==> src/tbgi_pkg.sv <==
// Shared constants of the time base and grouped interrupt block.
// Assumes a 32-bit Avalon-MM slave with byte addresses on a 6-bit address.
package tbgi_pkg;

    // ----------------------------------------------------------------
    // Register byte offsets
    // ----------------------------------------------------------------
    localparam logic [5:0] ADDR_PSC0 = 6'h00;
    localparam logic [5:0] ADDR_PSC1 = 6'h04;
    localparam logic [5:0] ADDR_TBC0 = 6'h08;
    localparam logic [5:0] ADDR_TBC1 = 6'h0c;
    localparam logic [5:0] ADDR_IRQ = 6'h10;
    localparam logic [5:0] ADDR_GRP0 = 6'h14;
    localparam logic [5:0] ADDR_GRP1 = 6'h18;
    localparam logic [5:0] ADDR_GRP2 = 6'h1c;
    localparam logic [5:0] ADDR_THR = 6'h20;

    // ----------------------------------------------------------------
    // Field positions and write masks
    // ----------------------------------------------------------------
    localparam int TBC_ON_BIT = 7;
    localparam int TBC_PRE_LSB = 4;
    localparam int TBC_PER_LSB = 0;
    localparam logic [7:0] TBC0_WMASK = 8'hf7;
    localparam logic [7:0] TBC1_WMASK = 8'h87;
    localparam int IRQ_GLOBAL_BIT = 0;
    localparam int IRQ_TICKEN_LSB = 1;
    localparam int IRQ_GRPEN_LSB = 3;
    localparam int IRQ_TICKF_LSB = 8;
    localparam int IRQ_GRPF_LSB = 10;
    localparam int GRP_FLAG_LSB = 4;
    localparam int GRP_EN_LSB = 0;
    // Implemented member bits: two each in groups 0 and 1, all three in group 2 in the top bits
    localparam logic [8:0] GRP_MEMBER_MASK = 9'h1db;

    // ----------------------------------------------------------------
    // Encodings, reset values, timing
    // ----------------------------------------------------------------
    localparam logic [1:0] SEL_SYS = 2'h0;
    localparam logic [1:0] SEL_DIV4 = 2'h1;
    localparam logic [1:0] PSC_RST = 2'h0;
    localparam logic [7:0] TBC_RST = 8'h00;
    localparam logic [7:0] THR_RST = 8'h00;
    localparam int PER_BASE = 8;
    localparam logic [1:0] DIV4_LAST = 2'h3;

    typedef enum logic [2:0] {
        TBGI_VEC_TICK0,
        TBGI_VEC_TICK1,
        TBGI_VEC_GRP0,
        TBGI_VEC_GRP1,
        TBGI_VEC_GRP2
    } tbgi_vec_t;

endpackage

==> src/tbgi_core.sv <==
// Two periodic time bases and three grouped interrupt vectors with an Avalon-MM register slave.
// Assumes a core sequencer that acknowledges the shown vector and reports stack full and return.

// Function
// - Overflow of each time-base divider sets that time base's own request flag.
// - Time-base request vectors only with global enable, own enable, stack not full.
// - Taking a time-base interrupt clears its flag and the global enable.
// - Prescaler 0 source: 00 system clock, 01 system clock by four, 1x sub clock.
// - Prescaler 1 source uses the same three-way encoding.
// - In deepest sleep time base 0 runs from the low-speed oscillator.
// - Bit 7 of each time-base control turns it on; both reset off.
// - Time base 0 has pre-stage 2^0..2^7 and main period 2^8..2^15.
// - Time base 1 period field selects 2^8..2^15 prescaler cycles.
// - Three grouped vectors, each formed only from its member sources.
// - Any member flag setting sets its group request flag.
// - Group vectors only with global, group and member enables, stack not full.
// - Servicing a group clears its group flag and the global enable.
// - Transmit margin flag sets when fill length drops below threshold.
// - Margin request vectors only with own, global and group enables.
// - Burst-complete flag sets when a burst packet has been fully sent.
// - Burst-complete request vectors only with own, global and group enables.
// - Low-supply flag sets when the supply monitor reports low voltage.
// - Low-supply request vectors only with own, global and group enables.
// - Any request flag rising wakes the device, enabled or not.
// - Time base 0 can wake from deepest sleep on the low-speed oscillator.
// - Return from interrupt sets the global enable; plain return leaves it.
module tbgi_core #(
    parameter int TXLEN_W = 8
) (
    input logic i_mclk,
    input logic i_reset,
    input logic i_ce,
    input logic [5:0] i_avs_address,
    input logic i_avs_read,
    input logic i_avs_write,
    input logic [31:0] i_avs_writedata,
    input logic [3:0] i_avs_byteenable,
    output logic [31:0] o_avs_readdata,
    output logic o_avs_waitrequest,
    input logic i_sub_clock,
    input logic i_low_speed_osc,
    input logic i_deep_sleep,
    input logic [3:0] i_timer_match,
    input logic i_low_supply,
    input logic [TXLEN_W-1:0] i_tx_fill_len,
    input logic i_burst_done,
    input logic i_stack_full,
    input logic i_irq_ack,
    input logic i_return_from_irq,
    output logic o_irq_req,
    output tbgi_pkg::tbgi_vec_t o_irq_vector,
    output logic o_wake
);

    // ----------------------------------------------------------------
    // Declarations
    // ----------------------------------------------------------------
    logic [1:0] psc_q [2];
    logic [7:0] tbc_q [2];
    logic global_q;
    logic [1:0] tick_en_q;
    logic [1:0] tick_flag_q;
    logic [2:0] grp_en_q;
    logic [2:0] grp_flag_q;
    logic [2:0] mem_flag_q [3];
    logic [2:0] mem_en_q [3];
    logic [2:0] mem_evt [3];
    logic [TXLEN_W-1:0] thr_q;
    logic wait_q;
    logic [31:0] rdata_q;
    logic [31:0] rdata_d;
    logic req_q;
    tbgi_pkg::tbgi_vec_t vec_q;
    tbgi_pkg::tbgi_vec_t vec_d;
    logic wake_q;
    logic [2:0] sub_sync_q;
    logic [2:0] lirc_sync_q;
    logic [2:0] low_sync_q;
    logic margin_cond_q;
    logic [1:0] div4_q;
    logic sub_rise;
    logic lirc_rise;
    logic low_rise;
    logic margin_rise;
    logic div4_tick;
    logic [1:0] src_tick;
    logic [1:0] tb_ovf;
    logic [14:0] tb_cnt [2];
    logic wr_fire;
    logic [4:0] pend;
    logic [4:0] ack_hot;
    logic [2:0] grp_set;
    logic any_rise;

    assign wr_fire = i_avs_write && !wait_q;
    assign ack_hot = i_irq_ack ? 5'(5'h01 << vec_q) : 5'h00;

    // ----------------------------------------------------------------
    // Pin synchronisers and source edges
    // ----------------------------------------------------------------
    always_ff @(posedge i_mclk) begin
        if (i_reset) begin
            sub_sync_q <= 3'h0;
            lirc_sync_q <= 3'h0;
            low_sync_q <= 3'h0;
            margin_cond_q <= 1'b0;
            div4_q <= 2'h0;
        end else if (i_ce) begin
            sub_sync_q <= {sub_sync_q[1:0], i_sub_clock};
            lirc_sync_q <= {lirc_sync_q[1:0], i_low_speed_osc};
            low_sync_q <= {low_sync_q[1:0], i_low_supply};
            margin_cond_q <= i_tx_fill_len < thr_q;
            div4_q <= div4_q + 2'h1;
        end
    end

    assign sub_rise = sub_sync_q[1] && !sub_sync_q[2];
    assign lirc_rise = lirc_sync_q[1] && !lirc_sync_q[2];
    assign low_rise = low_sync_q[1] && !low_sync_q[2];
    assign margin_rise = (i_tx_fill_len < thr_q) && !margin_cond_q;
    assign div4_tick = div4_q == tbgi_pkg::DIV4_LAST;

    // Member events: groups 0 and 1 carry timer matches, group 2 the radio and supply
    assign mem_evt[0] = {1'b0, i_timer_match[1:0]};
    assign mem_evt[1] = {1'b0, i_timer_match[3:2]};
    assign mem_evt[2] = {low_rise, margin_rise, i_burst_done};

    // ----------------------------------------------------------------
    // Time bases
    // ----------------------------------------------------------------
    for (genvar i = 0; i < 2; i++) begin : g_tb
        logic [6:0] pre_q;
        logic [14:0] cnt_q;
        logic ovf_q;
        logic on;
        logic [2:0] pre_sel;
        logic [2:0] per_sel;
        logic [6:0] pmask;
        logic [14:0] cmask;
        logic pre_tick;
        logic src;

        assign on = tbc_q[i][tbgi_pkg::TBC_ON_BIT];
        assign pre_sel = (i == 0) ? tbc_q[i][tbgi_pkg::TBC_PRE_LSB +: 3] : 3'h0;
        assign per_sel = tbc_q[i][tbgi_pkg::TBC_PER_LSB +: 3];

        always_comb begin
            if (i == 0 && i_deep_sleep) begin
                src = lirc_rise;
            end else if (psc_q[i] == tbgi_pkg::SEL_SYS) begin
                src = 1'b1;
            end else if (psc_q[i] == tbgi_pkg::SEL_DIV4) begin
                src = div4_tick;
            end else begin
                src = sub_rise;
            end
        end

        assign pmask = 7'((8'h01 << pre_sel) - 8'h01);
        assign cmask = 15'((16'h0001 << (tbgi_pkg::PER_BASE + 32'(per_sel))) - 16'h0001);
        assign pre_tick = src && ((pre_q & pmask) == pmask);

        always_ff @(posedge i_mclk) begin
            if (i_reset) begin
                pre_q <= 7'h00;
                cnt_q <= 15'h0000;
                ovf_q <= 1'b0;
            end else if (i_ce) begin
                if (!on) begin
                    pre_q <= 7'h00;
                    cnt_q <= 15'h0000;
                    ovf_q <= 1'b0;
                end else begin
                    ovf_q <= pre_tick && ((cnt_q & cmask) == cmask);
                    if (src) begin
                        pre_q <= pre_tick ? 7'h00 : pre_q + 7'h01;
                    end
                    if (pre_tick) begin
                        cnt_q <= ((cnt_q & cmask) == cmask) ? 15'h0000 : cnt_q + 15'h0001;
                    end
                end
            end
        end

        assign src_tick[i] = src;
        assign tb_ovf[i] = ovf_q;
        assign tb_cnt[i] = cnt_q;
    end

    // ----------------------------------------------------------------
    // Configuration registers
    // ----------------------------------------------------------------
    always_ff @(posedge i_mclk) begin
        if (i_reset) begin
            psc_q[0] <= tbgi_pkg::PSC_RST;
            psc_q[1] <= tbgi_pkg::PSC_RST;
            tbc_q[0] <= tbgi_pkg::TBC_RST;
            tbc_q[1] <= tbgi_pkg::TBC_RST;
            thr_q <= TXLEN_W'(tbgi_pkg::THR_RST);
        end else if (i_ce && wr_fire && i_avs_byteenable[0]) begin
            unique case (i_avs_address)
                tbgi_pkg::ADDR_PSC0: psc_q[0] <= i_avs_writedata[1:0];
                tbgi_pkg::ADDR_PSC1: psc_q[1] <= i_avs_writedata[1:0];
                tbgi_pkg::ADDR_TBC0: tbc_q[0] <= i_avs_writedata[7:0] & tbgi_pkg::TBC0_WMASK;
                tbgi_pkg::ADDR_TBC1: tbc_q[1] <= i_avs_writedata[7:0] & tbgi_pkg::TBC1_WMASK;
                tbgi_pkg::ADDR_THR: thr_q <= i_avs_writedata[TXLEN_W-1:0];
                default: ;
            endcase
        end
    end

    // ----------------------------------------------------------------
    // Global enable, time-base flags, group enables and flags
    // ----------------------------------------------------------------
    always_ff @(posedge i_mclk) begin
        if (i_reset) begin
            global_q <= 1'b0;
        end else if (i_ce) begin
            if (i_irq_ack) begin
                global_q <= 1'b0;
            end else if (i_return_from_irq) begin
                global_q <= 1'b1;
            end else if (wr_fire && i_avs_byteenable[0] && i_avs_address == tbgi_pkg::ADDR_IRQ) begin
                global_q <= i_avs_writedata[tbgi_pkg::IRQ_GLOBAL_BIT];
            end
        end
    end

    always_ff @(posedge i_mclk) begin
        if (i_reset) begin
            tick_en_q <= 2'h0;
            grp_en_q <= 3'h0;
        end else if (i_ce && wr_fire && i_avs_byteenable[0] && i_avs_address == tbgi_pkg::ADDR_IRQ) begin
            tick_en_q <= i_avs_writedata[tbgi_pkg::IRQ_TICKEN_LSB +: 2];
            grp_en_q <= i_avs_writedata[tbgi_pkg::IRQ_GRPEN_LSB +: 3];
        end
    end

    // Group set: a fresh member event, or members still pending after service
    always_comb begin
        for (int g = 0; g < 3; g++) begin
            grp_set[g] = (|(mem_evt[g] & tbgi_pkg::GRP_MEMBER_MASK[3*g +: 3]))
                || ((|mem_flag_q[g]) && !grp_flag_q[g]);
        end
    end

    always_ff @(posedge i_mclk) begin
        if (i_reset) begin
            tick_flag_q <= 2'h0;
            grp_flag_q <= 3'h0;
        end else if (i_ce) begin
            // Hardware set wins over software write and service clear
            if (wr_fire && i_avs_byteenable[1] && i_avs_address == tbgi_pkg::ADDR_IRQ) begin
                tick_flag_q <= i_avs_writedata[tbgi_pkg::IRQ_TICKF_LSB +: 2] | tb_ovf;
                grp_flag_q <= i_avs_writedata[tbgi_pkg::IRQ_GRPF_LSB +: 3] | grp_set;
            end else begin
                tick_flag_q <= (tick_flag_q & ~ack_hot[1:0]) | tb_ovf;
                grp_flag_q <= (grp_flag_q & ~ack_hot[4:2]) | grp_set;
            end
        end
    end

    // ----------------------------------------------------------------
    // Member flags and enables; never cleared by service
    // ----------------------------------------------------------------
    always_ff @(posedge i_mclk) begin
        if (i_reset) begin
            for (int g = 0; g < 3; g++) begin
                mem_flag_q[g] <= 3'h0;
                mem_en_q[g] <= 3'h0;
            end
        end else if (i_ce) begin
            for (int g = 0; g < 3; g++) begin
                if (wr_fire && i_avs_byteenable[0] && i_avs_address == 6'(tbgi_pkg::ADDR_GRP0 + 6'(4 * g))) begin
                    mem_en_q[g] <= i_avs_writedata[tbgi_pkg::GRP_EN_LSB +: 3] & tbgi_pkg::GRP_MEMBER_MASK[3*g +: 3];
                    mem_flag_q[g] <= (i_avs_writedata[tbgi_pkg::GRP_FLAG_LSB +: 3] | mem_evt[g])
                        & tbgi_pkg::GRP_MEMBER_MASK[3*g +: 3];
                end else begin
                    mem_flag_q[g] <= mem_flag_q[g] | (mem_evt[g] & tbgi_pkg::GRP_MEMBER_MASK[3*g +: 3]);
                end
            end
        end
    end

    // ----------------------------------------------------------------
    // Vectoring towards the sequencer
    // ----------------------------------------------------------------
    always_comb begin
        pend[0] = tick_flag_q[0] && tick_en_q[0];
        pend[1] = tick_flag_q[1] && tick_en_q[1];
        for (int g = 0; g < 3; g++) begin
            pend[2 + g] = grp_flag_q[g] && grp_en_q[g] && (|(mem_flag_q[g] & mem_en_q[g]));
        end
        vec_d = vec_q;
        for (int k = 4; k >= 0; k--) begin
            if (pend[k]) begin
                vec_d = tbgi_pkg::tbgi_vec_t'(3'(k));
            end
        end
    end

    always_ff @(posedge i_mclk) begin
        if (i_reset) begin
            req_q <= 1'b0;
            vec_q <= tbgi_pkg::TBGI_VEC_TICK0;
        end else if (i_ce) begin
            req_q <= global_q && !i_stack_full && (|pend) && !i_irq_ack;
            if (!i_irq_ack) begin
                vec_q <= vec_d;
            end
        end
    end

    // Wake on any flag going high, enable bits ignored
    assign any_rise = (|(tb_ovf & ~tick_flag_q)) || (|(grp_set & ~grp_flag_q))
        || (|(mem_evt[0] & ~mem_flag_q[0] & tbgi_pkg::GRP_MEMBER_MASK[2:0]))
        || (|(mem_evt[1] & ~mem_flag_q[1] & tbgi_pkg::GRP_MEMBER_MASK[5:3]))
        || (|(mem_evt[2] & ~mem_flag_q[2]));

    always_ff @(posedge i_mclk) begin
        if (i_reset) begin
            wake_q <= 1'b0;
        end else if (i_ce) begin
            wake_q <= any_rise;
        end
    end

    // ----------------------------------------------------------------
    // Avalon-MM slave: one wait cycle, then a single answer cycle
    // ----------------------------------------------------------------
    always_comb begin
        unique case (i_avs_address)
            tbgi_pkg::ADDR_PSC0: rdata_d = 32'(psc_q[0]);
            tbgi_pkg::ADDR_PSC1: rdata_d = 32'(psc_q[1]);
            tbgi_pkg::ADDR_TBC0: rdata_d = 32'(tbc_q[0]);
            tbgi_pkg::ADDR_TBC1: rdata_d = 32'(tbc_q[1]);
            tbgi_pkg::ADDR_IRQ: rdata_d = 32'({grp_flag_q, tick_flag_q, 2'h0, grp_en_q, tick_en_q, global_q});
            tbgi_pkg::ADDR_GRP0: rdata_d = 32'({mem_flag_q[0], 1'b0, mem_en_q[0]});
            tbgi_pkg::ADDR_GRP1: rdata_d = 32'({mem_flag_q[1], 1'b0, mem_en_q[1]});
            tbgi_pkg::ADDR_GRP2: rdata_d = 32'({mem_flag_q[2], 1'b0, mem_en_q[2]});
            tbgi_pkg::ADDR_THR: rdata_d = 32'(thr_q);
            default: rdata_d = 32'h0000_0000;
        endcase
    end

    always_ff @(posedge i_mclk) begin
        if (i_reset) begin
            wait_q <= 1'b1;
            rdata_q <= 32'h0000_0000;
        end else if (i_ce) begin
            wait_q <= !((i_avs_read || i_avs_write) && wait_q);
            if (i_avs_read && wait_q) begin
                rdata_q <= rdata_d;
            end
        end
    end

    assign o_avs_readdata = rdata_q;
    assign o_avs_waitrequest = wait_q;
    assign o_irq_req = req_q;
    assign o_irq_vector = vec_q;
    assign o_wake = wake_q;
endmodule

==> config.mk <==
export PLATFORM = sky130hd
export DESIGN_NAME = tbgi_core
export DESIGN_NICKNAME = d
export VERILOG_FILES = /design/src/tbgi_pkg.sv /design/src/tbgi_core.sv
export SDC_FILE = /design/constraint.sdc
export NUM_CORES = 1
export LEC_CHECK = 0
export BUFFER_PORTS_ARGS = -buffer_cell sky130_fd_sc_hd__buf_2
export CAP_MARGIN = 5
export CORE_UTILIZATION = 51
export CTS_CLUSTER_SIZE = 8
export DETAILED_ROUTE_END_ITERATION = 6
export PLACE_DENSITY_LB_ADDON = 0.1
export SETUP_SLACK_MARGIN = 0.1
export SYNTH_ARGS = -nofsm -noshare
export SYNTH_HDL_FRONTEND = slang
export SYNTH_SLANG_ARGS = --single-unit
==> constraint.sdc <==
create_clock -name i_mclk -period 2.7 [get_ports i_mclk]
set_input_delay 0.27 -clock i_mclk [delete_from_list [all_inputs] [get_ports i_mclk]]
set_output_delay 0.27 -clock i_mclk [all_outputs]
set_load 0.05 [all_outputs]
==> impl_metrics.env <==
export IMPL_worstReg2RegEnd="g_tb[1].cnt_q[4]$_SDFFE_PP0P_"
export IMPL_ys_warn_count=0
export IMPL_rows=40
export IMPL_start_util_pct=52.5
export IMPL_multi_input_area_um2=3380
export IMPL_layout_setup_ws_ns=0.194
export IMPL_final_common_cell="nor2_1"
export IMPL_endpoint_kind="flip-flop"
export IMPL_grt_pass1_wl_mm=26.6
export IMPL_via_per_inst=5.74
export IMPL_numCtsBuffers=17
export IMPL_synth_xor_area_share_pct=3.74
export IMPL_fp_dieArea_um2=12900
export IMPL_syn_instance_count=719
export IMPL_drt_iter0_drc=482
export IMPL_final_antenna_net_count=0
export IMPL_grt_overflow_total=0
export IMPL_placed_cells=942
export IMPL_rrSetupSlack_ns=0.19
export IMPL_ir_drop_mv=0.635
export IMPL_syn_area_um2=6330
export IMPL_drc_errors=0
export IMPL_crit_buf_inv=2
export IMPL_crit_arrival_ns=2.85
export IMPL_worstRegToRegCells=10
export IMPL_io_buffers=64
export IMPL_whs_endpoint="sub_sync_q[0]$_SDFFE_PP0P_"
export IMPL_yosys_area_share_simple_pct=23.2
export IMPL_period_needed_ns=2.51
export IMPL_setup_viol_count_final=0
export IMPL_power_leakage_nw=2.93
export IMPL_timing_max_transition_violations_final=0
export IMPL_ys_seq_elements=118
export IMPL_critical_path_top_delay_family="simple AND/OR/NAND/NOR gates"
export IMPL_worstPathCellList="or3_1 > ha_2 > or3_1 > a21oi_1 > o21ai_1 > a311oi_2 > buf_4 > a21oi_4 > buf_12 > nor2_1"
export IMPL_wire_per_inst_um=17.1
export IMPL_syn_mean_instance_area_um2=8.80
export IMPL_synthAdderAreaFrac_pct=2.57
export IMPL_areaGrowthSynthToFinish_pct=18.2
export IMPL_gp_congestion=0.836
export IMPL_path_depth=10
export IMPL_hp_class="in -> reg"
export IMPL_cts_root_buf="clkbuf_16"
export IMPL_worst_path_most_repeated_cell="or3_1"
export IMPL_powerDensity_nw_per_um2=614
export IMPL_start_kind="flip-flop"
export IMPL_die_w_um=113
export IMPL_clockBufferDepth=2
export IMPL_slowest_delay_ns=0.43
export IMPL_worst_pin_slew_ns=0.600
export IMPL_grt_usage_pct=27.1
export IMPL_cts_sinks=118
export IMPL_whs_ns=0.103
export IMPL_ys_types=67
export IMPL_status="finished clean"
export IMPL_critPathMaxFanout=13
export IMPL_holdPathStages=3
export IMPL_final_cell_mix="96 x nor2_1, 89 x dfxtp_1, 64 x buf_2, 60 x nand2_1, 39 x a21oi_1"
export IMPL_place_area_um2=6830
export IMPL_synth_compound_area_share_pct=16.4
export IMPL_place_ws_ns=-0.134
export IMPL_instances_no_fill=974
export IMPL_clkTransAtPathRegs_ns=0.05
export IMPL_grt_pass1_vias=5112
export IMPL_antenna_found_initial=0
export IMPL_worst_ep_required_time_ns=3.05
export IMPL_period_share_pct=92.8
export IMPL_power_w=0.00459
export IMPL_layout_drive_gt1_share_pct=17.0
export IMPL_holdBufCountCts=0
export IMPL_synth_main_ff_cell="dfxtp_1"
export IMPL_finClkSkew_ns=0.00871
export IMPL_synth_edf_count=29
export IMPL_relSlewSlack_pct=59.6
export IMPL_die_y_um=113
export IMPL_clk_latency_ns=0.42
export IMPL_synth_seq_area_share_pct=41.9
export IMPL_rr_startpoint="tbc_q[0][8]$_DFFE_PP_"
export IMPL_final_area_um2=7480
export IMPL_register_area_um2=2650
export IMPL_synth_top_family_by_area="simple AND/OR/NAND/NOR gates"
export IMPL_io_pins=105
export IMPL_fill_cells=1043
export IMPL_cap_violations=0
export IMPL_fmax_mhz=399
export IMPL_grt_max_degree=53
export IMPL_muxShareOfSynthArea_pct=5.91
export IMPL_hold_violations=0
export IMPL_dr_pass1_iters=5
export IMPL_dp_hpwl_mm=11.8
export IMPL_fin_nets=875
export IMPL_vias=5588
export IMPL_rsz0062_at_grt="no"
export IMPL_critical_path_class="reg -> reg"
export IMPL_hold_path_startpoint="i_sub_clock"
export IMPL_htree_num_levels=4
export IMPL_wl_mm=16.7
export IMPL_core_area_um2=12100
export IMPL_cts_tree="done"
export IMPL_postSynth_asyncResetShare_pct=0
export IMPL_antenna_cells=0
export IMPL_crit_slowest_cell="or3_1"
worst min-delay path, cell delays in order:
cell	delay, ns
buf_2	0.08
mux2i_1	0.06
nor2_1	0.08
layer usage:
layer	vias to the layer above	global-route usage, %	part of all wire (%)
li1	2692	-	-
met1	2687	38.1	46
met2	185	40.9	46
met3	24	6.54	6.6
met4	0	9.65	1.8
met5	-	0	0
cell type report:
class,count,share of cell area [%]
timing repair buffer,89,6.96
tap,168,2.81
inverter,31,1.56
multi-input combinational,538,45.2
sequential,118,35.5
clock inverter,3,0.870
clock buffer,27,7.15
synth_stat cells (4+ instances only):
cell / count / share of area (%)
or3_1: 4 / 0.40
nand2b_1: 9 / 0.89
ha_1: 13 / 2.6
xnor2_1: 20 / 2.8
and2_1: 19 / 1.9
nand3_1: 32 / 2.5
clkbuf_1: 24 / 1.4
nor3_1: 16 / 1.3
a21oi_1: 40 / 3.2
nand4_1: 13 / 1.3
mux2i_1: 25 / 4.0
nor4_1: 5 / 0.49
a211oi_1: 8 / 0.95
o22ai_1: 5 / 0.49
o21ai_0: 22 / 1.7
o21a_1: 5 / 0.59
a311oi_1: 5 / 0.69
xor2_1: 7 / 0.97
a2bb2oi_1: 5 / 0.69
a22oi_1: 13 / 1.5
a22o_1: 9 / 1.2
edfxtp_1: 29 / 14
and3_1: 14 / 1.4
nand2_1: 60 / 3.6
inv_1: 30 / 1.8
buf_4: 22 / 2.6
nor2b_1: 13 / 1.3
nor4b_1: 5 / 0.69
nand3b_1: 5 / 0.59
dfxtp_1: 89 / 28
nor2_1: 96 / 5.7
mux2_2: 5 / 0.89
per-stage QoR:
step	TNS (ns)	util, %
2_1_floorplan	0	-
3_3_place_gp	0	56.6
3_5_place_dp	-1.46	56.6
4_1_cts	0	61.6
5_1_grt	0	62.0
6_report	0	62.0
worst max path at each step:
stage,start,endpoint
after floorplan,tbc_q[0][9]$_DFFE_PP_,g_tb[1].cnt_q[10]$_SDFFE_PP0P_
after global placement,tbc_q[0][8]$_DFFE_PP_,g_tb[1].cnt_q[2]$_SDFFE_PP0P_
after detailed placement,tbc_q[0][8]$_DFFE_PP_,g_tb[1].cnt_q[4]$_SDFFE_PP0P_
after CTS,tbc_q[0][1]$_DFFE_PP_,g_tb[0].cnt_q[3]$_SDFFE_PP0P_
after global routing,tbc_q[0][8]$_DFFE_PP_,g_tb[1].cnt_q[4]$_SDFFE_PP0P_
final,tbc_q[0][8]$_DFFE_PP_,g_tb[1].cnt_q[4]$_SDFFE_PP0P_
kinds of logic after synthesis:
logic type	count (synthesis)
flip-flops	118
XOR/XNOR	27
buffers and inverters	81
other	1
AND/OR/NAND/NOR	300
multiplexers	33
adder cells (fa/ha/maj)	13
AO/OA/AOI/OAI	146
flip-flops by register name, summed over array words and instances, names as in the netlist, 3 cells and up:
register	cells
tbc_q	11
g_tb.pre_q	7
thr_q	8
mem_en_q	7
low_sync_q	3
lirc_sync_q	3
mem_flag_q	7
grp_flag_q	3
psc_q	4
sub_sync_q	3
o_avs_readdata	13
grp_en_q	3
o_irq_vector	3
g_tb.cnt_q	30
power breakdown:
group / switching (W) / total, W / internal [W] / leakage, nW
sequential: 0.0000450 / 0.00190 / 0.00185 / 1.03
combinational: 0.000267 / 0.000409 / 0.000142 / 1.61
clock: 0.000758 / 0.00228 / 0.00152 / 0.295
total: 0.00107 / 0.00459 / 0.00352 / 2.93
what timing repair did:
| action | 4_1_cts | 5_1_grt |
|---|---|---|
| setup buffers | 0 | 2 |
| setup endpoints to repair | 13 | 24 |
| resized for setup | 1 | 6 |
| pin swaps | 0 | 1 |
No activity file was read; power rests on OpenSTA's default activity.
